`config.mk`:
```
export PLATFORM = sky130hd
export DESIGN_NAME = converter_fuse_reset_config_bank
export DESIGN_NICKNAME = d
export VERILOG_FILES = /design/src/converter_fuse_reset_config_bank.v
export VERILOG_INCLUDE_DIRS = /design/src /design/src/src
export SDC_FILE = /design/constraint.sdc
export NUM_CORES = 1
export LEC_CHECK = 0
export BUFFER_PORTS_ARGS = -buffer_cell sky130_fd_sc_hd__buf_2
export CORE_MARGIN = 1
export CORE_UTILIZATION = 25
export CTS_CLUSTER_DIAMETER = 60
export DETAILED_ROUTE_END_ITERATION = 16
export GPL_TIMING_DRIVEN = 0
export SETUP_SLACK_MARGIN = 0.1
export SLEW_MARGIN = 30
export SYNTH_ARGS = -nofsm -noshare
export SYNTH_HDL_FRONTEND = slang
export SYNTH_SLANG_ARGS = --single-unit
export TNS_END_PERCENT = 20
```
`constraint.sdc`:
```
create_clock -name core_clk_i -period 2.1 [get_ports core_clk_i]
set_clock_uncertainty 0.2 [all_clocks]
set_input_delay 0 -clock core_clk_i [delete_from_list [all_inputs] [get_ports core_clk_i]]
set_output_delay 0 -clock core_clk_i [all_outputs]
set_load 0.01 [all_outputs]
```
`src/conv_bank_consts.vh`:
```
// Offsets, field positions, reset values and timing counts of the converter config bank
`ifndef CONV_BANK_CONSTS_VH
`define CONV_BANK_CONSTS_VH

// Register offsets (byte addresses = 4 * index)
`define OFS_DRV_BLANK 8'h2b
`define OFS_STARTUP 8'h2c
`define OFS_SPEEDUP 8'h2d
`define OFS_MIRROR_PD 8'h2e
`define OFS_FUSE_SETUP 8'h2f
`define OFS_RESET_TRIG 8'h30
`define OFS_KEY_FIRST 8'h31
`define OFS_KEY_SECOND 8'h32
`define OFS_KEY_THIRD 8'h33
`define OFS_MASK_FIRST 8'h3a
`define OFS_MASK_SECOND 8'h3b
`define OFS_ALARM_IN 8'h3c
`define OFS_FUSE_STAT 8'h3d

// Reset values
`define RST_DRV_BLANK 8'h00
`define RST_STARTUP 8'h30
`define RST_SPEEDUP 8'h00
`define RST_MIRROR_PD 8'h00
`define RST_FUSE_SETUP 8'h00
`define RST_MASK 8'h00

// Keys
`define KEY_SOFT_RESET 8'haa
`define KEY_UNLOCK_1 8'haf
`define KEY_UNLOCK_2 8'hfa
`define KEY_UNLOCK_3 8'h55

// Field positions
`define F_STRENGTH_HI 7
`define F_STRENGTH_LO 6
`define F_BLANK_HI 5
`define F_BLANK_LO 4
`define F_SWITCH_HI 3
`define F_SWITCH_LO 0
`define F_FORCE_UP 7
`define F_FORCE_DOWN 6
`define F_RATE_HI 5
`define F_RATE_LO 4
`define F_BYPASS_RAMP 3
`define F_DEAD_ZONE 2
`define F_SPUP_OFF 7
`define F_SPUP_FILTER 6
`define F_RING_OFF 5
`define F_SPUP_DAC_HI 4
`define F_SPUP_DAC_LO 0
`define F_HIGH_OFF 2
`define F_MID_OFF 1
`define F_NEG_OFF 0
`define F_RD_CUR_HI 6
`define F_RD_CUR_LO 5
`define F_WR_CUR_HI 4
`define F_WR_CUR_LO 3
`define F_PULSE_HI 2
`define F_PULSE_LO 0

// Soft reset: 16 cycles of 12 MHz (1334 ns) as 100 ns core cycles, rounded up
`define SOFT_RST_CYC 5'h0e

`endif

```
`src/converter_fuse_reset_config_bank.v`:
```
// Converter, fuse and reset configuration register bank with Avalon-MM slave
//
// Added by the designer: the Avalon-MM register port.
`timescale 1ns/100ps
`default_nettype none
`include "conv_bank_consts.vh"

module converter_fuse_reset_config_bank (
    // Clock and reset
    input wire core_clk_i,
    input wire rst_i,
    // Avalon-MM slave
    input wire [7:0] avs_address_i,
    input wire avs_read_i,
    input wire avs_write_i,
    input wire [31:0] avs_writedata_i,
    input wire [3:0] avs_byteenable_i,
    output reg [31:0] avs_readdata_o,
    output reg avs_waitrequest_o,
    // Raw alarm status from the analog side
    input wire [7:0] first_alarm_status_i,
    input wire [7:0] second_alarm_status_i,
    // Fuse programming request and done
    input wire fuse_burn_req_i,
    input wire fuse_burn_done_i,
    // Converter trims
    output reg [1:0] predriver_strength_o,
    output reg [1:0] blanking_select_o,
    output reg [3:0] power_switch_disable_o,
    output reg force_step_up_o,
    output reg force_step_down_o,
    output reg [1:0] switching_frequency_select_o,
    output reg bypass_soft_ramp_o,
    output reg dead_zone_large_o,
    output reg speedup_off_o,
    output reg speedup_filter_on_o,
    output reg ringing_guard_off_o,
    output reg [4:0] speedup_current_code_o,
    // Mirror rail power downs
    output reg high_mirror_rail_off_o,
    output reg middle_mirror_rail_off_o,
    output reg negative_rail_off_o,
    // Fuse setup
    output reg [1:0] fuse_read_current_o,
    output reg [1:0] fuse_write_current_o,
    output reg [2:0] fuse_burn_pulse_length_o,
    output reg fuse_burn_enable_o,
    // Soft reset and masked alarms
    output reg soft_reset_o,
    output reg [7:0] first_alarm_status_o,
    output reg [7:0] second_alarm_status_o
);

    // ------------------------------------------------------------
    // Unlock sequencer states
    // ------------------------------------------------------------
    localparam [1:0] UNL_IDLE = 2'b00;
    localparam [1:0] UNL_GOT1 = 2'b01;
    localparam [1:0] UNL_GOT2 = 2'b10;
    localparam [1:0] UNL_OPEN = 2'b11;

    reg [7:0] drv_blank_reg;
    reg [7:0] startup_reg;
    reg [7:0] speedup_reg;
    reg [7:0] mirror_pd_reg;
    reg [7:0] fuse_setup_reg;
    reg [7:0] mask_first_reg;
    reg [7:0] mask_second_reg;
    reg [4:0] rst_cnt_reg;
    reg [1:0] unl_state_reg;
    reg [1:0] unl_state_next;
    reg ack_reg;
    reg [7:0] rd_data_next;

    // Alarm inputs come from outside the clock: three-stage sync
    reg [7:0] al0_s1_reg;
    reg [7:0] al0_s2_reg;
    reg [7:0] al0_s3_reg;
    reg [7:0] al1_s1_reg;
    reg [7:0] al1_s2_reg;
    reg [7:0] al1_s3_reg;
    reg [7:0] al0_stable_reg;
    reg [7:0] al1_stable_reg;
    reg [2:0] burn_sync_reg;
    reg [2:0] done_sync_reg;
    reg burn_stable_reg;
    reg done_stable_reg;

    // ------------------------------------------------------------
    // Bus decode
    // ------------------------------------------------------------
    wire [5:0] word_index = avs_address_i[7:2];
    wire [7:0] wdata = avs_writedata_i[7:0];
    wire wr_fire = avs_write_i && ack_reg && avs_byteenable_i[0];
    wire rd_fire = avs_read_i && ack_reg;

    // One wait cycle per access, then acknowledge
    always @(posedge core_clk_i) begin
        if (rst_i) begin
            ack_reg <= 1'b0;
            avs_waitrequest_o <= 1'b1;
        end else if ((avs_read_i || avs_write_i) && !ack_reg) begin
            ack_reg <= 1'b1;
            avs_waitrequest_o <= 1'b0;
        end else begin
            ack_reg <= 1'b0;
            avs_waitrequest_o <= 1'b1;
        end
    end

    function is_at;
        input [5:0] idx;
        input [7:0] ofs;
        begin
            is_at = (idx == ofs[5:0]);
        end
    endfunction

    // ------------------------------------------------------------
    // Configuration registers
    // ------------------------------------------------------------
    always @(posedge core_clk_i) begin
        if (rst_i || soft_reset_o) begin
            drv_blank_reg <= `RST_DRV_BLANK;
            startup_reg <= `RST_STARTUP;
            speedup_reg <= `RST_SPEEDUP;
            mirror_pd_reg <= `RST_MIRROR_PD;
            fuse_setup_reg <= `RST_FUSE_SETUP;
            mask_first_reg <= `RST_MASK;
            mask_second_reg <= `RST_MASK;
        end else if (wr_fire) begin
            if (is_at(word_index, `OFS_DRV_BLANK)) begin
                drv_blank_reg <= wdata;
            end else if (is_at(word_index, `OFS_STARTUP)) begin
                startup_reg <= wdata;
            end else if (is_at(word_index, `OFS_SPEEDUP)) begin
                speedup_reg <= wdata;
            end else if (is_at(word_index, `OFS_MIRROR_PD)) begin
                mirror_pd_reg <= wdata;
            end else if (is_at(word_index, `OFS_FUSE_SETUP)) begin
                fuse_setup_reg <= wdata;
            end else if (is_at(word_index, `OFS_MASK_FIRST)) begin
                mask_first_reg <= wdata;
            end else if (is_at(word_index, `OFS_MASK_SECOND)) begin
                mask_second_reg <= wdata;
            end
        end
    end

    // ------------------------------------------------------------
    // Keyed soft reset
    // ------------------------------------------------------------
    always @(posedge core_clk_i) begin
        if (rst_i) begin
            rst_cnt_reg <= 5'h00;
            soft_reset_o <= 1'b0;
        end else if (rst_cnt_reg != 5'h00) begin
            rst_cnt_reg <= rst_cnt_reg - 5'h01;
            soft_reset_o <= (rst_cnt_reg != 5'h01);
        end else if (wr_fire && is_at(word_index, `OFS_RESET_TRIG) && wdata == `KEY_SOFT_RESET) begin
            rst_cnt_reg <= `SOFT_RST_CYC;
            soft_reset_o <= 1'b1;
        end
    end

    // ------------------------------------------------------------
    // Fuse unlock sequence
    // ------------------------------------------------------------
    always @* begin
        unl_state_next = unl_state_reg;
        if (wr_fire) begin
            case (unl_state_reg)
                UNL_IDLE: begin
                    if (is_at(word_index, `OFS_KEY_FIRST) && wdata == `KEY_UNLOCK_1) begin
                        unl_state_next = UNL_GOT1;
                    end
                end
                UNL_GOT1: begin
                    if (is_at(word_index, `OFS_KEY_SECOND) && wdata == `KEY_UNLOCK_2) begin
                        unl_state_next = UNL_GOT2;
                    end else begin
                        unl_state_next = UNL_IDLE;
                    end
                end
                UNL_GOT2: begin
                    if (is_at(word_index, `OFS_KEY_THIRD) && wdata == `KEY_UNLOCK_3) begin
                        unl_state_next = UNL_OPEN;
                    end else begin
                        unl_state_next = UNL_IDLE;
                    end
                end
                default: begin
                    unl_state_next = UNL_IDLE;
                end
            endcase
        end else if (unl_state_reg == UNL_OPEN && done_stable_reg) begin
            unl_state_next = UNL_IDLE;
        end
    end

    always @(posedge core_clk_i) begin
        if (rst_i || soft_reset_o) begin
            unl_state_reg <= UNL_IDLE;
        end else begin
            unl_state_reg <= unl_state_next;
        end
    end

    // ------------------------------------------------------------
    // Pin synchronisers, change accepted when stages 2 and 3 agree
    // ------------------------------------------------------------
    always @(posedge core_clk_i) begin
        if (rst_i) begin
            al0_s1_reg <= 8'h00;
            al0_s2_reg <= 8'h00;
            al0_s3_reg <= 8'h00;
            al1_s1_reg <= 8'h00;
            al1_s2_reg <= 8'h00;
            al1_s3_reg <= 8'h00;
            burn_sync_reg <= 3'h0;
            done_sync_reg <= 3'h0;
        end else begin
            al0_s1_reg <= first_alarm_status_i;
            al0_s2_reg <= al0_s1_reg;
            al0_s3_reg <= al0_s2_reg;
            al1_s1_reg <= second_alarm_status_i;
            al1_s2_reg <= al1_s1_reg;
            al1_s3_reg <= al1_s2_reg;
            burn_sync_reg <= {burn_sync_reg[1:0], fuse_burn_req_i};
            done_sync_reg <= {done_sync_reg[1:0], fuse_burn_done_i};
        end
    end

    genvar gi;
    generate
        for (gi = 0; gi < 8; gi = gi + 1) begin : g_alarm_bit
            always @(posedge core_clk_i) begin
                if (rst_i) begin
                    al0_stable_reg[gi] <= 1'b0;
                    al1_stable_reg[gi] <= 1'b0;
                end else begin
                    if (al0_s2_reg[gi] == al0_s3_reg[gi]) begin
                        al0_stable_reg[gi] <= al0_s3_reg[gi];
                    end
                    if (al1_s2_reg[gi] == al1_s3_reg[gi]) begin
                        al1_stable_reg[gi] <= al1_s3_reg[gi];
                    end
                end
            end
        end
    endgenerate

    always @(posedge core_clk_i) begin
        if (rst_i) begin
            burn_stable_reg <= 1'b0;
            done_stable_reg <= 1'b0;
        end else begin
            if (burn_sync_reg[1] == burn_sync_reg[2]) begin
                burn_stable_reg <= burn_sync_reg[2];
            end
            if (done_sync_reg[1] == done_sync_reg[2]) begin
                done_stable_reg <= done_sync_reg[2];
            end
        end
    end

    // ------------------------------------------------------------
    // Outputs, all registered
    // ------------------------------------------------------------
    always @(posedge core_clk_i) begin
        if (rst_i) begin
            predriver_strength_o <= 2'h0;
            blanking_select_o <= 2'h0;
            power_switch_disable_o <= 4'h0;
            force_step_up_o <= 1'b0;
            force_step_down_o <= 1'b0;
            switching_frequency_select_o <= 2'h3;
            bypass_soft_ramp_o <= 1'b0;
            dead_zone_large_o <= 1'b0;
            speedup_off_o <= 1'b0;
            speedup_filter_on_o <= 1'b0;
            ringing_guard_off_o <= 1'b0;
            speedup_current_code_o <= 5'h00;
            high_mirror_rail_off_o <= 1'b0;
            middle_mirror_rail_off_o <= 1'b0;
            negative_rail_off_o <= 1'b0;
            fuse_read_current_o <= 2'h0;
            fuse_write_current_o <= 2'h0;
            fuse_burn_pulse_length_o <= 3'h0;
            fuse_burn_enable_o <= 1'b0;
            first_alarm_status_o <= 8'h00;
            second_alarm_status_o <= 8'h00;
        end else begin
            predriver_strength_o <= drv_blank_reg[`F_STRENGTH_HI:`F_STRENGTH_LO];
            blanking_select_o <= drv_blank_reg[`F_BLANK_HI:`F_BLANK_LO];
            power_switch_disable_o <= drv_blank_reg[`F_SWITCH_HI:`F_SWITCH_LO];
            force_step_up_o <= startup_reg[`F_FORCE_UP];
            force_step_down_o <= startup_reg[`F_FORCE_DOWN];
            switching_frequency_select_o <= startup_reg[`F_RATE_HI:`F_RATE_LO];
            bypass_soft_ramp_o <= startup_reg[`F_BYPASS_RAMP];
            dead_zone_large_o <= startup_reg[`F_DEAD_ZONE];
            speedup_off_o <= speedup_reg[`F_SPUP_OFF];
            speedup_filter_on_o <= speedup_reg[`F_SPUP_FILTER];
            ringing_guard_off_o <= speedup_reg[`F_RING_OFF];
            speedup_current_code_o <= speedup_reg[`F_SPUP_DAC_HI:`F_SPUP_DAC_LO];
            high_mirror_rail_off_o <= mirror_pd_reg[`F_HIGH_OFF];
            middle_mirror_rail_off_o <= mirror_pd_reg[`F_MID_OFF];
            negative_rail_off_o <= mirror_pd_reg[`F_NEG_OFF];
            fuse_read_current_o <= fuse_setup_reg[`F_RD_CUR_HI:`F_RD_CUR_LO];
            fuse_write_current_o <= fuse_setup_reg[`F_WR_CUR_HI:`F_WR_CUR_LO];
            fuse_burn_pulse_length_o <= fuse_setup_reg[`F_PULSE_HI:`F_PULSE_LO];
            fuse_burn_enable_o <= (unl_state_reg == UNL_OPEN) && burn_stable_reg;
            first_alarm_status_o <= al0_stable_reg & ~mask_first_reg;
            second_alarm_status_o <= al1_stable_reg & ~mask_second_reg;
        end
    end

    // ------------------------------------------------------------
    // Read mux; key registers read zero, unmapped read zero
    // ------------------------------------------------------------
    always @* begin
        rd_data_next = 8'h00;
        if (is_at(word_index, `OFS_DRV_BLANK)) begin
            rd_data_next = drv_blank_reg;
        end else if (is_at(word_index, `OFS_STARTUP)) begin
            rd_data_next = startup_reg;
        end else if (is_at(word_index, `OFS_SPEEDUP)) begin
            rd_data_next = speedup_reg;
        end else if (is_at(word_index, `OFS_MIRROR_PD)) begin
            rd_data_next = mirror_pd_reg;
        end else if (is_at(word_index, `OFS_FUSE_SETUP)) begin
            rd_data_next = fuse_setup_reg;
        end else if (is_at(word_index, `OFS_RESET_TRIG)) begin
            rd_data_next = {7'h00, soft_reset_o};
        end else if (is_at(word_index, `OFS_MASK_FIRST)) begin
            rd_data_next = mask_first_reg;
        end else if (is_at(word_index, `OFS_MASK_SECOND)) begin
            rd_data_next = mask_second_reg;
        end else if (is_at(word_index, `OFS_ALARM_IN)) begin
            rd_data_next = al0_stable_reg;
        end else if (is_at(word_index, `OFS_FUSE_STAT)) begin
            rd_data_next = {6'h00, unl_state_reg};
        end
    end

    always @(posedge core_clk_i) begin
        if (rst_i) begin
            avs_readdata_o <= 32'h0000_0000;
        end else if (avs_read_i && !ack_reg) begin
            avs_readdata_o <= {24'h00_0000, rd_data_next};
        end
    end

endmodule // converter_fuse_reset_config_bank
`default_nettype wire

```
Word-level counts from Yosys, hierarchy flattened
Cells that the tools add are included.

operators by class
  $add $sub $neg = 1
  equality and inequality tests = 40
  mux-type cells = 22
  bitwise logic cells = 10
  reduce and logical (&&, ||, !) cells = 26

operators with widths
  kind                                               count
  == test 6 bit (second input constant)              13
  2-to-1 mux 8 bit                                   9
  == test 8 bit (second input constant)              3
  == test 1 bit                                      18
  bitwise AND 8 bit                                  2
  NOT 8 bit                                          2
  2-to-1 mux 2 bit                                   6
  logical AND 1 bit                                  11
  2-to-1 mux 5 bit                                   2
  == test 8 x 7 -> 1 bit (second input constant)     1
  AND reduction 8 bit                                1
  AND reduction 7 bit                                1
  NOT 1 bit                                          6
  case mux 2 bit (3 select lines)                    1
  AND reduction 6 bit                                1
  != test 5 x 1 -> 1 bit (second input constant)     1
  AND reduction 5 bit                                1
  nonzero test 5 bit                                 1
  subtractor 5 x 1 -> 5 bit (second input constant)  1
  == test 2 bit (second input constant)              2
  2-to-1 mux 1 bit                                   4
  AND reduction 2 bit                                2
  AND reduction 4 bit                                1
  nonzero test 2 bit                                 2
  6 further kinds                                    7

word-level totals
  flip-flop bits (word level) = 195
  output and inout port bits = 83
  logic and storage cells = 159

Depth between registers and ports, before layout
Gate-level depths: netlist of run 1.

  word-level depth = 11
  depth in mapped cells = 7
  mapped depth without buffers = 6

Worst setup path before layout of run 1
OpenSTA, ideal clock, no wires.

  path type = reg-to-reg
  start = reg rst_cnt_reg[0]
  end = reg rst_cnt_reg[1]
  library setup time = 0.086 ns
  data arrival time = 1.415 ns
  required time = 1.814 ns
  setup slack = 0.399 ns
  cell stages (with the launch flop) = 6
  buffers on the path = 0
  clock period less this slack = 1.701 ns
  cell sequence = dfxtp_1 inv_1 ha_1 nor4b_1 o41ai_2 a211oi_1

on the way
  word-level cells in the longest chain between the ends = 2
  elaborated cells between the ends (all ways) = 4
  those cells by class = add/sub (1); mux (1); reduce/logical (2)

ends and longest elaborated chain
  what                                                                    line                                                                            RTL
  start: declaration                                                      converter_fuse_reset_config_bank.v:69                                           reg [4:0] rst_cnt_reg;
  start signal: assignment                                                converter_fuse_reset_config_bank.v:158                                          rst_cnt_reg <= rst_cnt_reg - 5'h01;
  start signal: assignment                                                converter_fuse_reset_config_bank.v:161                                          rst_cnt_reg <= `SOFT_RST_CYC;
  subtractor 5 x 1 -> 5 bit / nonzero test 5 bit (equally long branches)  converter_fuse_reset_config_bank.v:158, converter_fuse_reset_config_bank.v:157
  2-to-1 mux 5 bit / nonzero test 2 bit (equally long branches)           --

Several ways; a longest one is shown, not always the timed one.
A chain may end at the register's enable or synchronous reset.

Worst setup path after layout of run 1
  start = in avs_address_i[6]
  end = reg avs_readdata_o[1]

on the way
  word-level cells in the longest chain between the ends = 11
  elaborated cells between the ends (all ways) = 20
  those cells by class = eq/ne (10); mux (10)

ends and longest elaborated chain
  what                    line                                    RTL
  start: declaration      converter_fuse_reset_config_bank.v:13   input wire [7:0] avs_address_i,
  == test 6 bit           converter_fuse_reset_config_bank.v:115  is_at = (idx == ofs[5:0]);
  2-to-1 mux 2 bit        converter_fuse_reset_config_bank.v:341  end else if (is_at(word_index, `OFS_FUSE_STAT)) begin
  2-to-1 mux 8 bit        converter_fuse_reset_config_bank.v:339  end else if (is_at(word_index, `OFS_ALARM_IN)) begin
  2-to-1 mux 8 bit        converter_fuse_reset_config_bank.v:337  end else if (is_at(word_index, `OFS_MASK_SECOND)) begin
  2-to-1 mux 8 bit        converter_fuse_reset_config_bank.v:335  end else if (is_at(word_index, `OFS_MASK_FIRST)) begin
  2-to-1 mux 8 bit        converter_fuse_reset_config_bank.v:333  end else if (is_at(word_index, `OFS_RESET_TRIG)) begin
  2-to-1 mux 8 bit        converter_fuse_reset_config_bank.v:331  end else if (is_at(word_index, `OFS_FUSE_SETUP)) begin
  2-to-1 mux 8 bit        converter_fuse_reset_config_bank.v:329  end else if (is_at(word_index, `OFS_MIRROR_PD)) begin
  2-to-1 mux 8 bit        converter_fuse_reset_config_bank.v:327  end else if (is_at(word_index, `OFS_SPEEDUP)) begin
  2-to-1 mux 8 bit        converter_fuse_reset_config_bank.v:325  end else if (is_at(word_index, `OFS_STARTUP)) begin
  2-to-1 mux 8 bit *      converter_fuse_reset_config_bank.v:323  if (is_at(word_index, `OFS_DRV_BLANK)) begin
  end signal: assignment  converter_fuse_reset_config_bank.v:350  avs_readdata_o <= {24'h00_0000, rd_data_next};
  end: declaration        converter_fuse_reset_config_bank.v:18   output reg [31:0] avs_readdata_o,

Mark *: on every way between the ends. The rest lies on a longest branch, timed or not.

==> results.sh, run 1 <==
export IMPL_fin_crit_sh_pct=93.6
export IMPL_power_uw=8010
export IMPL_fmaxAchievable_ghz=0.509
export IMPL_relSlewSlack_pct=47.5
export IMPL_clk_latency_ns=0.44
export IMPL_synth_seq_cells=195
export IMPL_r2r_cells=4
export IMPL_grt_ovfl_total=0
export IMPL_criticalPathCategory="in -> reg"
export IMPL_cpMaxStageDelayCell="dlygate4sd3_1"
export IMPL_worstPathArrival_ns=2.09
export IMPL_switching_share_pct=28.3
export IMPL_root_buffer="clkbuf_16"
export IMPL_power_net_switching_uw=2270
export IMPL_combPwrFrac_pct=10.2
export IMPL_yosysWarningCount=0
export IMPL_core_sq_mm=0.0281
export IMPL_synth_flop_cell="dfxtp_1"
export IMPL_synth_cells=740
export IMPL_ys_seq_area_share_pct=54.2
export IMPL_path_depth=8
export IMPL_die_h_microns=172
export IMPL_dp_hpwl_mm=14.5
export IMPL_crit_path_max_fanout=10
export IMPL_grt_pass1_wl_mm=31.0
export IMPL_grt_max_degree=23
export IMPL_cts_setup_buffers=0
export IMPL_setup_viol=0
export IMPL_intPower_uw=5740
export IMPL_whs_path_depth=3
export IMPL_start_util_pct=25.6
export IMPL_synth_area_per_cell_sq_um=9.73
export IMPL_crit_buf_inv=4
export IMPL_grt_pass1_vias=5268
export IMPL_async_reset_ff_share_pct=0
export IMPL_regArea_sq_mm=0.00391
export IMPL_num_nets_final=970
export IMPL_crit_family="buffers and inverters"
export IMPL_numPortBuffers=87
export IMPL_power_density_mw_per_mm2=870
export IMPL_layout_min_cycle_time_ns=1.97
export IMPL_rsz0062_at_grt="yes"
export IMPL_status="completed"
export IMPL_cts_tree="done"
export IMPL_cts_buffers=17
export IMPL_min_path_type="in -> reg"
export IMPL_ir_worst_vdd_v=0.000505
export IMPL_htree_levels=4
export IMPL_die_w_microns=172
export IMPL_path_cells="dlygate4sd3_1, buf_2, and4b_1, buf_2, buf_2, a31oi_1, a2bb2oi_1, o21ai_0"
export IMPL_seq_power_share_pct=48.1
export IMPL_required_ns=2.23
export IMPL_start_kind="primary input"
export IMPL_hold_viol=0
export IMPL_multi_input_area_sq_mm=0.00298
export IMPL_drtIter0Drc=420
export IMPL_max_stage_delay_ns=0.54
export IMPL_p_leak_uw=0.00357
export IMPL_crit_path_frequent_cell="buf_2"
export IMPL_die_area_sq_mm=0.0295
export IMPL_syn_cell_area_sq_mm=0.00720
export IMPL_clockBufferDepth=2
export IMPL_syn_to_final_growth_pct=28.0
export IMPL_final_setup_tns_ns=0
export IMPL_grtUsageTotal_pct=14.3
export IMPL_vias_per_cell=4.33
export IMPL_gp_congestion=0.876
export IMPL_report_final_slew_viol_count=0
export IMPL_ios=149
export IMPL_layout_drive_gt1_share_pct=19.3
export IMPL_crit_path_end_kind="register"
export IMPL_wl_per_cell_microns=15.8
export IMPL_pwr_share_clk_pct=41.7
export IMPL_cap_violations=0
export IMPL_fillers=2977
export IMPL_cts_sinks=195
export IMPL_antenna_found_initial=2
export IMPL_clkTransAtPathRegs_ns=0.08
export IMPL_wl_mm=20.4
export IMPL_ant_nets=0
export IMPL_rows=61
export IMPL_drc=0
export IMPL_tightest_slew_ns=0.783
export IMPL_vias=5605
export IMPL_synth_distinct_cells=57
export IMPL_dr_pass1_iters=5
export IMPL_synth_edf_count=0
layout by cell type, fill, tap and decap left out, types with 12 or more instances in the layout:
| master | n |
|---|---|
| a21oi_1 | 42 |
| buf_2 | 97 |
| buf_4 | 24 |
| clkbuf_1 | 28 |
| clkbuf_16 | 17 |
| conb_1 | 24 |
| dfxtp_1 | 194 |
| dlygate4sd3_1 | 34 |
| inv_1 | 12 |
| mux2i_1 | 57 |
| nand2_1 | 46 |
| nor2_1 | 76 |
| nor2b_1 | 80 |
| nor3b_1 | 16 |
| o21ai_0 | 42 |
final timing paths:
| kind | from | end | slack [ns] |
|---|---|---|---|
| worst min register to register | burn_sync_reg[0] | burn_sync_reg[1] | 0.24 |
| worst max-delay path | avs_address_i[6] | avs_readdata_o[1] | 0.13 |
| worst max register to register | soft_reset_o | fuse_setup_reg[5] | 0.20 |
| worst min-delay path | avs_writedata_i[3] | startup_reg[3] | 0.01 |
stage by stage:
stage / setup WS (ns) / area, sq um / cells / hold WS (ns) / utilization [%]
2_1_floorplan: 0.399 / 7280 / 763 / -0.0718 / -
3_3_place_gp: -0.0544 / 8190 / 1228 / 0.0140 / 29.2
4_1_cts: 0.116 / 9180 / 1294 / 0.0129 / 32.7
5_1_grt: 0.0289 / 9210 / 1293 / 0.0743 / 32.8
6_report: 0.134 / 9210 / 1294 / 0.0118 / 32.8
3_5_place_dp: -0.0574 / 8190 / 1228 / 0.0130 / 29.2
routing by layer:
layer  vias up  routed length (microns)  track usage (%)
li1       2781                        -                -
met1      2611                     9290             18.8
met2       177                     9560             23.0
met3        34                     1210             2.95
met4         2                      369             4.85
met5         -                       17                0
synthesized netlist by cell type, types with 2 or more instances:
cell type | n | area [sq um]
a2bb2oi_1 | 2 | 17.5
nand4_1 | 3 | 18.8
buf_2 | 11 | 55.1
a211oi_1 | 9 | 67.6
or3_1 | 2 | 12.5
nor4_1 | 2 | 12.5
ha_1 | 2 | 25.0
nand3_1 | 8 | 40.0
a22oi_1 | 2 | 15.0
a31oi_1 | 3 | 18.8
buf_4 | 24 | 180
mux2i_1 | 57 | 571
o21ai_0 | 42 | 210
clkbuf_1 | 31 | 116
nor3_2 | 2 | 20.0
nor2_1 | 76 | 285
nor3_1 | 5 | 25.0
nor2_4 | 3 | 33.8
buf_6 | 2 | 22.5
buf_1 | 3 | 11.3
nand3b_1 | 6 | 45.0
nand4b_1 | 2 | 17.5
o211ai_1 | 9 | 67.6
nor2b_1 | 80 | 500
a21oi_1 | 42 | 210
inv_1 | 12 | 45.0
nand2b_1 | 6 | 37.5
nand2_1 | 46 | 173
nor3b_1 | 16 | 120
and4_1 | 2 | 17.5
and4b_1 | 2 | 20.0
and3_1 | 2 | 12.5
o22ai_1 | 2 | 12.5
or2_2 | 3 | 18.8
a311oi_1 | 5 | 43.8
dfxtp_1 | 195 | 3900
cell families (layout without fill, tap and decap cells):
logic type	count (synthesis)	in the layout	synth area share (%)
simple gates	275	275	20.9
flops	195	195	54.2
compound gates	126	126	10.4
buf+inv	83	235	5.98
mux	57	57	7.93
fa+ha+maj	2	2	0.348
other cells	1	25	0.0521
xor+xnor	1	1	0.122
layout make-up:
class                           count  share of cell area, %
Buffer                             70                   4.27
Sequential cell                   195                   42.4
Antenna cell                        1                 0.0272
Multi-Input combinational cell    485                   32.4
Tap cell                          378                   5.14
Clock inverter                     15                   2.23
Inverter                           12                  0.489
Clock buffer                       17                   4.62
Timing Repair Buffer              121                   8.42
power groups by stage:
stage	sequential [uW]	clock, uW	combinational [uW]
6_report	3860	3340	817
5_1_grt	3870	3560	890
4_1_cts	3860	3390	807
3_5_place_dp	3940	0	728
3_3_place_gp	3940	0	718
2_1_floorplan	3930	0	481
worst min-delay path: cells and delay by family:
family                 cells  cell delay (ns)
multiplexers               1             0.24
buffers and inverters      1             0.32
AND/OR/NAND/NOR            1             0.05
what timing repair did:
action	4_1_cts	5_1_grt
resized for setup	2	14
pin swaps	0	2
hold buffers	34	0
hold endpoints to repair	68	0
endpoints found under the setup margin	4	44
Power figures use the tool's default switching activity.
==> run 2: changes to the inputs <==
Settings changed: CORE_MARGIN 1 to 2.
Clock period 2.1 ns to 1.7 ns, I/O delays scaled along.
==> run 2 against run 1 <==
The run now ends with setup timing left. Clock power is 21% higher. Non-clock buffer count is 18 higher. First-iteration DRC count is 11% lower. Critical endpoint is now unl_state_reg[1]. Largest cell class unchanged. Largest power group unchanged.
==> results.sh, run 2 (same netlist as run 1, synthesis figures left out) <==
export IMPL_hold_viol=0
export IMPL_die_area_sq_mm=0.0302
export IMPL_gp_congestion=0.899
export IMPL_layout_min_cycle_time_ns=1.71
export IMPL_cap_violations=0
export IMPL_tightest_slew_ns=0.769
export IMPL_ios=149
export IMPL_final_common_cell="dfxtp_1"
export IMPL_dr_pass1_iters=5
export IMPL_root_buffer="clkbuf_16"
export IMPL_power_density_mw_per_mm2=1060
export IMPL_core_sq_mm=0.0285
export IMPL_rows=62
export IMPL_p_leak_uw=0.00371
export IMPL_min_path_type="in -> reg"
export IMPL_syn_to_final_growth_pct=32.0
export IMPL_pre_cts_ws_ns=-0.490
export IMPL_clk_latency_ns=0.44
export IMPL_grtUsageTotal_pct=14.0
export IMPL_wl_mm=21.3
export IMPL_rsz0062_at_grt="yes"
export IMPL_htree_levels=4
export IMPL_top_layer="met4"
export IMPL_ir_worst_vdd_v=0.000769
export IMPL_layout_drive_gt1_share_pct=23.2
export IMPL_wl_per_cell_microns=16.2
export IMPL_cts_sinks=195
export IMPL_die_w_microns=174
export IMPL_vias_per_cell=4.38
export IMPL_fin_crit_sh_pct=101
export IMPL_ant_nets=0
export IMPL_die_h_microns=174
export IMPL_fmaxAchievable_ghz=0.584
export IMPL_crit_path_end_kind="register"
export IMPL_antenna_found_initial=0
export IMPL_clockBufferDepth=2
export IMPL_crit_path_max_fanout=6
export IMPL_wl_met2_mm=9.88
export IMPL_num_nets_final=988
export IMPL_status="complete, but fails checks"
export IMPL_required_ns=1.86
export IMPL_drc=0
export IMPL_vias=5768
export IMPL_grt_pass1_vias=5438
export IMPL_grt_pass1_wl_mm=32.1
export IMPL_cts_tree="done"
export IMPL_criticalPathCategory="reg -> reg"
export IMPL_wl_met1_mm=9.60
export IMPL_grt_ovfl_total=0
export IMPL_diodes=0
export IMPL_grt_max_degree=20
export IMPL_worstPathArrival_ns=1.87
export IMPL_layout_setup_ws_ns=-0.0127
export IMPL_relSlewSlack_pct=48.7
export IMPL_final_cell_mix="dfxtp_1 (189), buf_2 (102), nor2b_1 (79)"
export IMPL_drtIter0Drc=372
export IMPL_clkTransAtPathRegs_ns=0.07
export IMPL_wl_met3_mm=1.58
export IMPL_fillers=2976
export IMPL_whs_ns=0.00231
export IMPL_start_kind="register"
export IMPL_setup_viol=1
export IMPL_numPortBuffers=87
export IMPL_cts_buffers=17
export IMPL_violations="setup timing"
export IMPL_dp_hpwl_mm=14.6
export IMPL_report_final_slew_viol_count=0
export IMPL_start_util_pct=25.2
## run 2: metrics by stage
| stage | setup TNS, ns | cells | power [uW] | utilization, % | instance area, sq um |
|---|---|---|---|---|---|
| 5_1_grt | -0.143 | 1316 | 10500 | 33.3 | 9500 |
| 3_3_place_gp | -14.25 | 1234 | 5780 | 28.8 | 8220 |
| 2_1_floorplan | 0 | 763 | 5480 | - | 7300 |
| 6_report | -0.0127 | 1316 | 10100 | 33.3 | 9500 |
| 4_1_cts | 0 | 1309 | 10000 | 32.8 | 9350 |
| 3_5_place_dp | -15.39 | 1234 | 5810 | 28.8 | 8220 |
## run 2: worst max-delay path, stage by stage, from the launching register on
cell and delay [ns]:
dfxtp_4 0.38, or4b_4 0.48, nor4_4 0.27, o21ai_0 0.14, a21oi_1 0.17
## run 2: final timing paths
| check | from | cells after the start | slack, ns | end |
|---|---|---|---|---|
| worst min register to register | al1_s1_reg[6] | 1 | 0.24 | al1_s2_reg[6] |
| worst max-delay path | unl_state_reg[1] | 4 | -0.01 | unl_state_reg[1] |
| worst max register to register | unl_state_reg[1] | 4 | -0.01 | unl_state_reg[1] |
| worst min-delay path | avs_writedata_i[0] | 5 | 0.002 | unl_state_reg[0] |
## run 2: layout make-up
type	count	area, sq um	share of cell area, %
clock buffer	17	425	4.48
clock inverter	14	164	1.73
sequential	195	3920	41.3
buffer	71	408	4.29
timing repair buffer	138	961	10.1
tap	384	480	5.06
inverter	12	45.0	0.474
multi-input combinational	485	3100	32.6
## run 2: report_power, final
group          internal [uW]  leakage (uW)  switching [uW]
Sequential              4680       0.00159             104
Clock                   2100      0.000285            1940
Combinational            546       0.00184             716
## run 2: metal layers
metal / up-vias / track usage (%)
li1: 2817 / -
met1: 2711 / 18.5
met2: 218 / 22.6
met3: 22 / 4.10
met4: 0 / 3.47
met5: - / 0
## run 2: what timing repair did
action	CTS	global route
hold endpoints to repair	76	1
pin swaps	13	15
resized for setup	29	25
setup endpoints to repair	65	69
hold buffers	35	2
buffers inserted	9	5
